==> src/design/pcvt_pkg.sv <==
package pcvt_pkg;
  // ****************************************************************
  // Timing constants
  // ****************************************************************
  localparam int CLK_PERIOD_NS = 10;                       // System clock period
  localparam int WINDOW_NS = 1000;                         // Tracking window, 1 us
  localparam int WINDOW_CYC = WINDOW_NS / CLK_PERIOD_NS;   // Cycles per window
  localparam int CTR_W = 16;                               // Window counter width
  localparam int DRAM_PER_SYS = 4;                         // DRAM clocks per system clock
  localparam int GAP_CYC = 3;                              // Read-free gap length
  localparam int XRANK_RD_DCK = 6;                         // Read to read, other rank
  localparam int XRANK_WR_RD_DCK = 6;                      // Write to read, other rank
  localparam int XRANK_WR_WR_DCK = 8;                      // Write to write, other rank
  localparam int RD_WR_EXTRA_DCK = 4;                      // Skew margin, read to write
  localparam int SP_W = 8;                                 // Spacing counter width
  localparam int RANK_W = 2;                               // Rank field width
endpackage

==> src/design/pcvt_ctrl.sv <==
// ****************************************************************
// Functional notes
// ****************************************************************
// ****************************************************************
// Design notes
// ****************************************************************
// All spacing holds count system clocks, each worth four DRAM clocks.
// DRAM-clock figures are rounded up, so every spacing errs long.
// Latency inputs already carry additive latency; the user sets them.
// Requests are refused, never dropped: the user holds them until ack.
// A read wins over a write when both are requested together.
// Same-rank write to read is judged against the last written rank,
// so an interleaved read to another rank cannot hide a pending turn.
// Other-rank write to write is judged against the last written rank too.
// The tracking window runs only after calibration has been seen.
// From mid-window a missing channel read is forced, then a gap.
// Forced reads reuse the last rank, which saves a rank turn.
// The update pulse needs returned data on both channels.
// A window with no returned data yet gets its pulse once data comes.
// Every command is placed in slot 0, the simplest even slot.
// Holds saturate at zero so an idle bus never wraps a counter.
// Known limit: a long write stream delays reads until mid-window.
// Forced actions block user traffic only while they are pending.
// Configuration inputs must stay static while traffic runs.
`timescale 1ns/1ps
`default_nettype none
module pcvt_ctrl (
  input wire logic core_clk,
  input wire logic nrst,
  input wire logic calibration_complete,        // From PHY
  input wire logic [1:0] read_data_valid,       // Per channel, from PHY
  input wire logic [1:0] per_read_done,         // Per channel, from PHY
  input wire logic user_rd_req,                 // User read request
  input wire logic user_wr_req,                 // User write request
  input wire logic [pcvt_pkg::RANK_W-1:0] user_rank, // Target rank
  input wire logic user_ch,                     // Target channel
  input wire logic [pcvt_pkg::SP_W-1:0] cfg_rl, // Read latency incl. AL, DRAM clocks
  input wire logic [pcvt_pkg::SP_W-1:0] cfg_wl, // Write latency incl. AL
  input wire logic [pcvt_pkg::SP_W-1:0] cfg_bl, // Burst length
  input wire logic [pcvt_pkg::SP_W-1:0] cfg_twtr, // Same-rank write to read
  output logic user_rd_ack,                     // Read taken this cycle
  output logic user_wr_ack,                     // Write taken this cycle
  output logic read_cas_strobe,                 // To PHY
  output logic write_cas_strobe,                // To PHY
  output logic [1:0] cas_slot,                  // Command slot of the CAS
  output logic [pcvt_pkg::RANK_W-1:0] cas_rank, // Rank of the CAS
  output logic [1:0] cas_ch_sel,                // Channel select, one-hot
  output logic training_update_pulse            // To PHY, all channels
);
  // ****************************************************************
  // Types and helpers
  // ****************************************************************
  typedef enum logic [3:0] {
    PCVT_IDLE = 4'h1,   // Waiting for calibration
    PCVT_RUN = 4'h2,    // Normal traffic
    PCVT_TRK_RD = 4'h4, // Forced tracking read
    PCVT_GAP = 4'h8     // Forced read-free gap
  } pcvt_st_t;

  // DRAM clocks to system clocks, rounded up
  function automatic logic [pcvt_pkg::SP_W-1:0] dck2sys(input logic [pcvt_pkg::SP_W-1:0] d);
    logic [pcvt_pkg::SP_W:0] s;
    s = {1'b0, d} + (pcvt_pkg::SP_W+1)'(pcvt_pkg::DRAM_PER_SYS - 1);
    dck2sys = s[pcvt_pkg::SP_W:1] >> 1;
  endfunction

  // ****************************************************************
  // State
  // ****************************************************************
  pcvt_st_t st_r, st_nxt;                              // Tracking state
  logic [pcvt_pkg::CTR_W-1:0] win_r, win_nxt;          // Window counter
  logic [pcvt_pkg::SP_W-1:0] rd_hold_r, rd_hold_nxt;   // Cycles until a read may go
  logic [pcvt_pkg::SP_W-1:0] wr_hold_r, wr_hold_nxt;   // Cycles until a write may go
  logic [pcvt_pkg::SP_W-1:0] wr_xr_r, wr_xr_nxt;       // Other-rank write hold
  logic [pcvt_pkg::SP_W-1:0] rd_xr_r, rd_xr_nxt;       // Other-rank read hold
  logic [pcvt_pkg::SP_W-1:0] wtr_sr_r, wtr_sr_nxt;     // Same-rank write to read hold
  logic [pcvt_pkg::RANK_W-1:0] last_rank_r, last_rank_nxt; // Rank of last CAS
  logic [pcvt_pkg::RANK_W-1:0] last_wr_rank_r, last_wr_rank_nxt; // Rank of last write
  logic [1:0] rd_seen_r, rd_seen_nxt;                  // Read issued per channel
  logic [1:0] val_seen_r, val_seen_nxt;                // Valid or done per channel
  logic pulsed_r, pulsed_nxt;                          // Pulse given this window
  logic [1:0] gap_r, gap_nxt;                          // Current read-free run
  logic gap_ok_r, gap_ok_nxt;                          // Gap achieved this window
  logic trk_ch_r, trk_ch_nxt;                          // Channel of forced read
  logic [1:0] sync_cal_r;                              // Calibration synchroniser
  logic rd_go, wr_go, trk_go, rd_ok, wr_ok, same;
  logic rcas_nxt, wcas_nxt, pulse_nxt;
  logic [pcvt_pkg::RANK_W-1:0] rank_nxt, rank_sel;
  logic [1:0] ch_nxt;
  logic ch_sel;
  logic win_end;
  logic [pcvt_pkg::SP_W-1:0] rd2wr;

  // ****************************************************************
  // Next-state logic
  // ****************************************************************
  // Spacing, tracking and issue decisions
  always_comb begin
    st_nxt = st_r;
    win_nxt = win_r;
    rd_seen_nxt = rd_seen_r;
    val_seen_nxt = val_seen_r | read_data_valid | per_read_done;
    pulsed_nxt = pulsed_r;
    gap_ok_nxt = gap_ok_r;
    trk_ch_nxt = trk_ch_r;
    last_rank_nxt = last_rank_r;
    last_wr_rank_nxt = last_wr_rank_r;
    pulse_nxt = 1'b0;
    win_end = (win_r == pcvt_pkg::CTR_W'(pcvt_pkg::WINDOW_CYC - 1));
    // Latency inputs include additive latency, so spacing follows it
    // Read to write gap, margin for board skew
    rd2wr = dck2sys(cfg_rl + (cfg_bl >> 1) + pcvt_pkg::SP_W'(pcvt_pkg::RD_WR_EXTRA_DCK)
      - cfg_wl);
    // Forced reads target the remembered rank and channel
    rank_sel = user_rank;
    ch_sel = user_ch;
    if (st_r == PCVT_TRK_RD) begin
      rank_sel = last_rank_r;
      ch_sel = trk_ch_r;
    end
    same = (rank_sel == last_rank_r);
    // Reads wait on every applicable spacing
    rd_ok = (rd_hold_r == '0) && (same || (rd_xr_r == '0))
      && ((rank_sel != last_wr_rank_r) || (wtr_sr_r == '0));
    wr_ok = (wr_hold_r == '0) && ((rank_sel == last_wr_rank_r) || (wr_xr_r == '0));
    // Issue decisions for forced and user commands
    trk_go = (st_r == PCVT_TRK_RD) && rd_ok;
    rd_go = (st_r == PCVT_RUN) && user_rd_req && rd_ok;
    wr_go = (st_r == PCVT_RUN) && user_wr_req && !user_rd_req && wr_ok;
    if (st_r == PCVT_GAP) begin
      rd_go = 1'b0;
    end
    // Strobes and select lines for the next cycle
    rcas_nxt = rd_go || trk_go;
    wcas_nxt = wr_go;
    rank_nxt = rank_sel;
    ch_nxt = ch_sel ? 2'h2 : 2'h1;
    // Holds count down, then reload on a CAS
    rd_hold_nxt = (rd_hold_r != '0) ? rd_hold_r - 1'b1 : '0;
    wr_hold_nxt = (wr_hold_r != '0) ? wr_hold_r - 1'b1 : '0;
    wr_xr_nxt = (wr_xr_r != '0) ? wr_xr_r - 1'b1 : '0;
    rd_xr_nxt = (rd_xr_r != '0) ? rd_xr_r - 1'b1 : '0;
    wtr_sr_nxt = (wtr_sr_r != '0) ? wtr_sr_r - 1'b1 : '0;
    // A read reloads the read-to-write and other-rank read holds
    if (rcas_nxt) begin
      wr_hold_nxt = rd2wr;
      rd_xr_nxt = dck2sys(pcvt_pkg::SP_W'(pcvt_pkg::XRANK_RD_DCK));
      last_rank_nxt = rank_sel;
      rd_seen_nxt[ch_sel] = 1'b1;
    end
    // A write reloads the write-related holds
    if (wcas_nxt) begin
      last_wr_rank_nxt = rank_sel;
      wtr_sr_nxt = dck2sys(cfg_wl + (cfg_bl >> 1) + cfg_twtr);
      rd_xr_nxt = dck2sys(pcvt_pkg::SP_W'(pcvt_pkg::XRANK_WR_RD_DCK));
      wr_xr_nxt = dck2sys(pcvt_pkg::SP_W'(pcvt_pkg::XRANK_WR_WR_DCK));
      rd_hold_nxt = '0;
      last_rank_nxt = rank_sel;
    end
    // Read-free run tracking
    gap_nxt = rcas_nxt ? 2'h0 : ((gap_r == 2'h3) ? gap_r : gap_r + 2'h1);
    if (gap_nxt == 2'(pcvt_pkg::GAP_CYC)) begin
      gap_ok_nxt = 1'b1;
    end
    // One pulse per window once data came back on both channels
    if (!pulsed_r && (val_seen_nxt == 2'h3) && st_r != PCVT_IDLE) begin
      pulse_nxt = 1'b1;
      pulsed_nxt = 1'b1;
    end
    // Window runs once normal traffic has started
    if (st_r != PCVT_IDLE) begin
      win_nxt = win_end ? '0 : win_r + 1'b1;
    end
    case (st_r)
      PCVT_IDLE: begin
        // Leave idle once synchronised calibration is seen
        if (sync_cal_r[1]) begin
          st_nxt = PCVT_RUN;
        end
      end
      PCVT_RUN: begin
        // Decide late in the window what is still needed
        if (win_r >= pcvt_pkg::CTR_W'(pcvt_pkg::WINDOW_CYC / 2)) begin
          if (rd_seen_r != 2'h3) begin
            st_nxt = PCVT_TRK_RD;
            trk_ch_nxt = rd_seen_r[0];
          end else if (!gap_ok_r) begin
            st_nxt = PCVT_GAP;
          end
        end
      end
      PCVT_TRK_RD: begin
        // Stay until the forced read has gone out
        if (trk_go) begin
          st_nxt = PCVT_RUN;
        end
      end
      PCVT_GAP: begin
        // Stay until three read-free cycles are in
        if (gap_ok_nxt) begin
          st_nxt = PCVT_RUN;
        end
      end
      default: begin
        // Illegal code: return to idle
        st_nxt = PCVT_IDLE;
      end
    endcase
    // Window end clears the per-window records
    if (win_end) begin
      rd_seen_nxt = 2'h0;
      val_seen_nxt = 2'h0;
      pulsed_nxt = 1'b0;
      gap_ok_nxt = 1'b0;
    end
  end

  // ****************************************************************
  // Registers
  // ****************************************************************
  // Registered state, outputs and synchroniser
  always_ff @(posedge core_clk) begin
    if (!nrst) begin
      // Hold everything at its idle value
      st_r <= PCVT_IDLE;
      win_r <= '0;
      rd_hold_r <= '0;
      wr_hold_r <= '0;
      wr_xr_r <= '0;
      rd_xr_r <= '0;
      wtr_sr_r <= '0;
      last_rank_r <= '0;
      last_wr_rank_r <= '0;
      rd_seen_r <= '0;
      val_seen_r <= '0;
      pulsed_r <= 1'b0;
      gap_r <= '0;
      gap_ok_r <= 1'b0;
      trk_ch_r <= 1'b0;
      sync_cal_r <= '0;
      read_cas_strobe <= 1'b0;
      write_cas_strobe <= 1'b0;
      cas_rank <= '0;
      cas_ch_sel <= '0;
      training_update_pulse <= 1'b0;
    end else begin
      // Advance all state
      st_r <= st_nxt;
      win_r <= win_nxt;
      rd_hold_r <= rd_hold_nxt;
      wr_hold_r <= wr_hold_nxt;
      wr_xr_r <= wr_xr_nxt;
      rd_xr_r <= rd_xr_nxt;
      wtr_sr_r <= wtr_sr_nxt;
      last_rank_r <= last_rank_nxt;
      last_wr_rank_r <= last_wr_rank_nxt;
      rd_seen_r <= rd_seen_nxt;
      val_seen_r <= val_seen_nxt;
      pulsed_r <= pulsed_nxt;
      gap_r <= gap_nxt;
      gap_ok_r <= gap_ok_nxt;
      trk_ch_r <= trk_ch_nxt;
      // Two-flop synchroniser for calibration
      sync_cal_r <= {sync_cal_r[0], calibration_complete};
      read_cas_strobe <= rcas_nxt;
      write_cas_strobe <= wcas_nxt;
      cas_rank <= rank_nxt;
      // Channel select shows only while a CAS stands
      cas_ch_sel <= (rcas_nxt || wcas_nxt) ? ch_nxt : 2'h0;
      training_update_pulse <= pulse_nxt;
    end
  end

  // CAS always uses slot 0
  assign cas_slot = 2'h0;
  // Acks are combinational: a request is taken this cycle
  assign user_rd_ack = rd_go;
  assign user_wr_ack = wr_go;
endmodule
`default_nettype wire

==> config.mk <==
export PLATFORM = sky130hd
export DESIGN_NAME = pcvt_ctrl
export DESIGN_NICKNAME = d
export VERILOG_FILES = /design/src/design/pcvt_pkg.sv /design/src/design/pcvt_ctrl.sv
export SDC_FILE = /design/constraint.sdc
export NUM_CORES = 1
export LEC_CHECK = 0
export ABC_AREA = 1
export BUFFER_PORTS_ARGS = -buffer_cell sky130_fd_sc_hd__buf_2
export CORE_UTILIZATION = 45
export DETAILED_ROUTE_END_ITERATION = 7
export PLACE_DENSITY = 0.66
export SLEW_MARGIN = 20
export SYNTH_ARGS = -nofsm -noshare
export SYNTH_HDL_FRONTEND = slang
export SYNTH_SLANG_ARGS = --single-unit
==> constraint.sdc <==
create_clock -name core_clk -period 2.95 [get_ports core_clk]
set_input_delay 0.295 -clock core_clk [delete_from_list [all_inputs] [get_ports core_clk]]
set_output_delay 0.295 -clock core_clk [all_outputs]
set_load 0.01 [all_outputs]
==> metrics.txt <==
mux cell area share after synthesis 0%; drt pass-1 iters 5; Site Rows 37; Post-CTS Setup Bufs 0; Comb power frac 45.5%; clock-pin slew on the worst setup and hold paths 80 ps; maximum clock path buffer count 2; Sink Count 82; die width 106 um; crit path time final 2810 ps; Avg Vias per Cell 4.82; r2r worst-path depth 12; hold buffers post-CTS 0; post-cts resize count 0; Post-Syn Area 4820 um^2; worst r2r src wr_hold_r[0]; Worst Skew 10.4 ps; Synth Area in Adders 14.0%; Post-Synthesis Cells 625; DRT iter0 DRCs 113; max layer used met4; Netlist cell types 41; Pleak 2.59 nW; outcome completed; synthesis-to-finish area growth 14.0%; initial antenna violation count 0; f_max 356 MHz; Port Buffer Count 51; Yosys reg bits 82; final setup vio count 0; Wirelength per Cell 11.2 um; CP Cell Sequence buf_2 -> fa_1 -> fa_1 -> inv_1 -> fa_1 -> nor2_1 -> inv_1 -> nor2_1 -> inv_1 -> or2_2 -> nor2_2 -> nand2_1 -> o21ai_0 -> o211a_1; Remaining Overflow, GRT 0; most frequent cells in the layout 95 x inv_1, 82 x dfxtp_1, 81 x nor2_1, 75 x nand2_1, 51 x buf_2; DRT met1 WL 4450 um; crit-path max cell delay 530 ps; register area share after synthesis 34.0%; Clock power frac 19.2%; Pwr Density 788 nW/um^2; Avg Synthesized Cell Area 7.72 um^2; Final Cycle Share 95.1%; Max-slew headroom 61.8%; pin count of the biggest net entering global routing 22; CP Max Fanout 2; initial core utilization 46.5%; post-route ant nets 0; P_sw 1.69 mW; async set or reset register ratio after synthesis 0%; Detail Route met2 WL 4500 um; R2R Path End rd_hold_r[7]; clk root buf clkbuf_8; Num CTS Buffers 9; Hold Crit Class in2reg; Max VDD drop 0.398 mV; # IOs 55; die area 11100 um^2; final wirelength 9290 um; number of flops mapped to enable cells by yosys 0; Syn. warnings 0; unrepaired setup endpoints after global routing no; vias in the first global route 3921; Pwr Total 4.33 mW; leading cell type in the layout, fill and taps excluded inv_1; CP Class in2reg; slowest stage cell, crit path fa_1; worst hold slack 138 ps; CP Data Arrival Time 3100 ps; Core ar. 10400 um^2; H-tree depth 3; GRT Total Usage 18.5%; DRC errors left 0; diode count 0; first-pass GRT wire length 16800 um; Worst Setup End Kind register; Synth Area in Compound Gates 10.1%; Critical Path Start cfg_rl[1]; endpoints failing hold 0; total negative setup slack 0 ps; Main synth FF type dfxtp_1; gpl congestion 0.817; share of post-route cells with drive strength above 1 16.8%; Max Cap Violations 0; fin. max-slew vios 0; pre-CTS WS -195 ps; Worst Path Required 3240 ps; Critical Path Sink wr_hold_r[6]; met3 wire len 282 um; internal power 2.65 mW; Net Sw Frac 38.9%; Startpoint Class primary input; final setup margin 143 ps; Reg power frac 35.4%; Clock Latency Late Sink 350 ps; fin util 53.0%; Worst Max-Slew Pin Slew 567 ps; Filler Cell Count 1027; DPL Wire Length 7390 um; R2R Setup Slk 680 ps; Synth Area in XOR/XNOR 7.26%; Die Y 106 um; largest family of logic cells by synthesized area simple AND/OR/NAND/NOR gates; total vias in the final route 4019; CTS tree done; Post-Synth Simple-Gate Area 26.0%; nets@finish 781
[critical path: cells and delay by family]
| kind | cells | cell delay (ps) |
|---|---|---|
| adders and majority gates | 3 | 1460 |
| and+or+nand+nor | 5 | 740 |
| AOI/OAI and AO/OA | 2 | 320 |
| buffers and inverters | 4 | 300 |
[metrics by stage]
stage	cell area, um^2	std cells
6_report	5500	833
5_1_grt	5500	833
2_1_floorplan	4830	626
4_1_cts	5500	833
3_3_place_gp	5290	817
3_5_place_dp	5290	817
[layout make-up]
cell class                      count  area (um^2)  area share (%)
Multi-Input combinational cell    438         2780            50.5
Timing Repair Buffer               61          330            6.01
Clock buffer                       13          159            2.89
Tap cell                          136          170            3.09
Sequential cell                    82         1640            29.9
Inverter                          100          375            6.83
Clock inverter                      3         46.3           0.842
[Yosys cell counts, types with 4 or more instances]
master	n	area share, %
o21ai_1	4	0.41
nor2_2	8	1.0
o22ai_1	5	0.65
a211oi_1	5	0.78
xnor2_1	21	3.8
fa_1	15	6.2
or2_2	8	1.0
a21oi_1	35	3.6
inv_1	95	7.4
nand4_1	8	1.0
nor4_1	4	0.52
xor2_1	19	3.4
dfxtp_1	82	34
inv_2	4	0.31
nor3_1	13	1.3
o21ai_0	22	2.3
nand3_1	43	4.5
o31ai_1	4	0.62
ha_1	30	7.8
nor2_1	82	6.4
nand2_1	75	5.8
nand2_2	10	1.3
[power groups by stage]
stage               clock (mW)  combinational, mW  sequential (mW)
CTS                      0.862               1.99             1.53
detailed placement           0               1.97             1.55
global placement             0               1.92             1.54
floorplan                    0               1.59             1.52
global route             0.929               2.29             1.57
finish                   0.831               1.97             1.53
[kinds of logic (layout without fill, tap and decap cells)]
group           count (synthesis)  count (layout)
simple gates                  266             266
flops                          82              82
other cells                     1               2
fa+ha+maj                      45              45
compound gates                 85              85
xor+xnor                       40              40
buf+inv                       106             177
[worst min path at each step]
stage / from / end / slack [ps] / depth (start not counted)
global placement: sync_cal_r[0] / sync_cal_r[1] / 400 / 2
detailed placement: sync_cal_r[0] / sync_cal_r[1] / 400 / 2
finish: calibration_complete / sync_cal_r[0] / 140 / 3
global route: calibration_complete / sync_cal_r[0] / 120 / 3
floorplan: sync_cal_r[0] / sync_cal_r[1] / 390 / 2
CTS: calibration_complete / sync_cal_r[0] / 120 / 3
[flip-flops by register name, indices dropped and copies added, names as in the netlist, 4 cells and up]
register   flops
win_r         16
rd_hold_r      8
rd_xr_r        8
wr_hold_r      8
wr_xr_r        8
wtr_sr_r       8
st_r           4
[routing by layer]
metal / global-route usage [%] / vias up
met1: 23.1 / 1827
met4: 3.97 / 0
met2: 32.1 / 48
met5: 0 / -
li1: - / 2139
met3: 4.89 / 5
(Power assumes the default switching activity.)
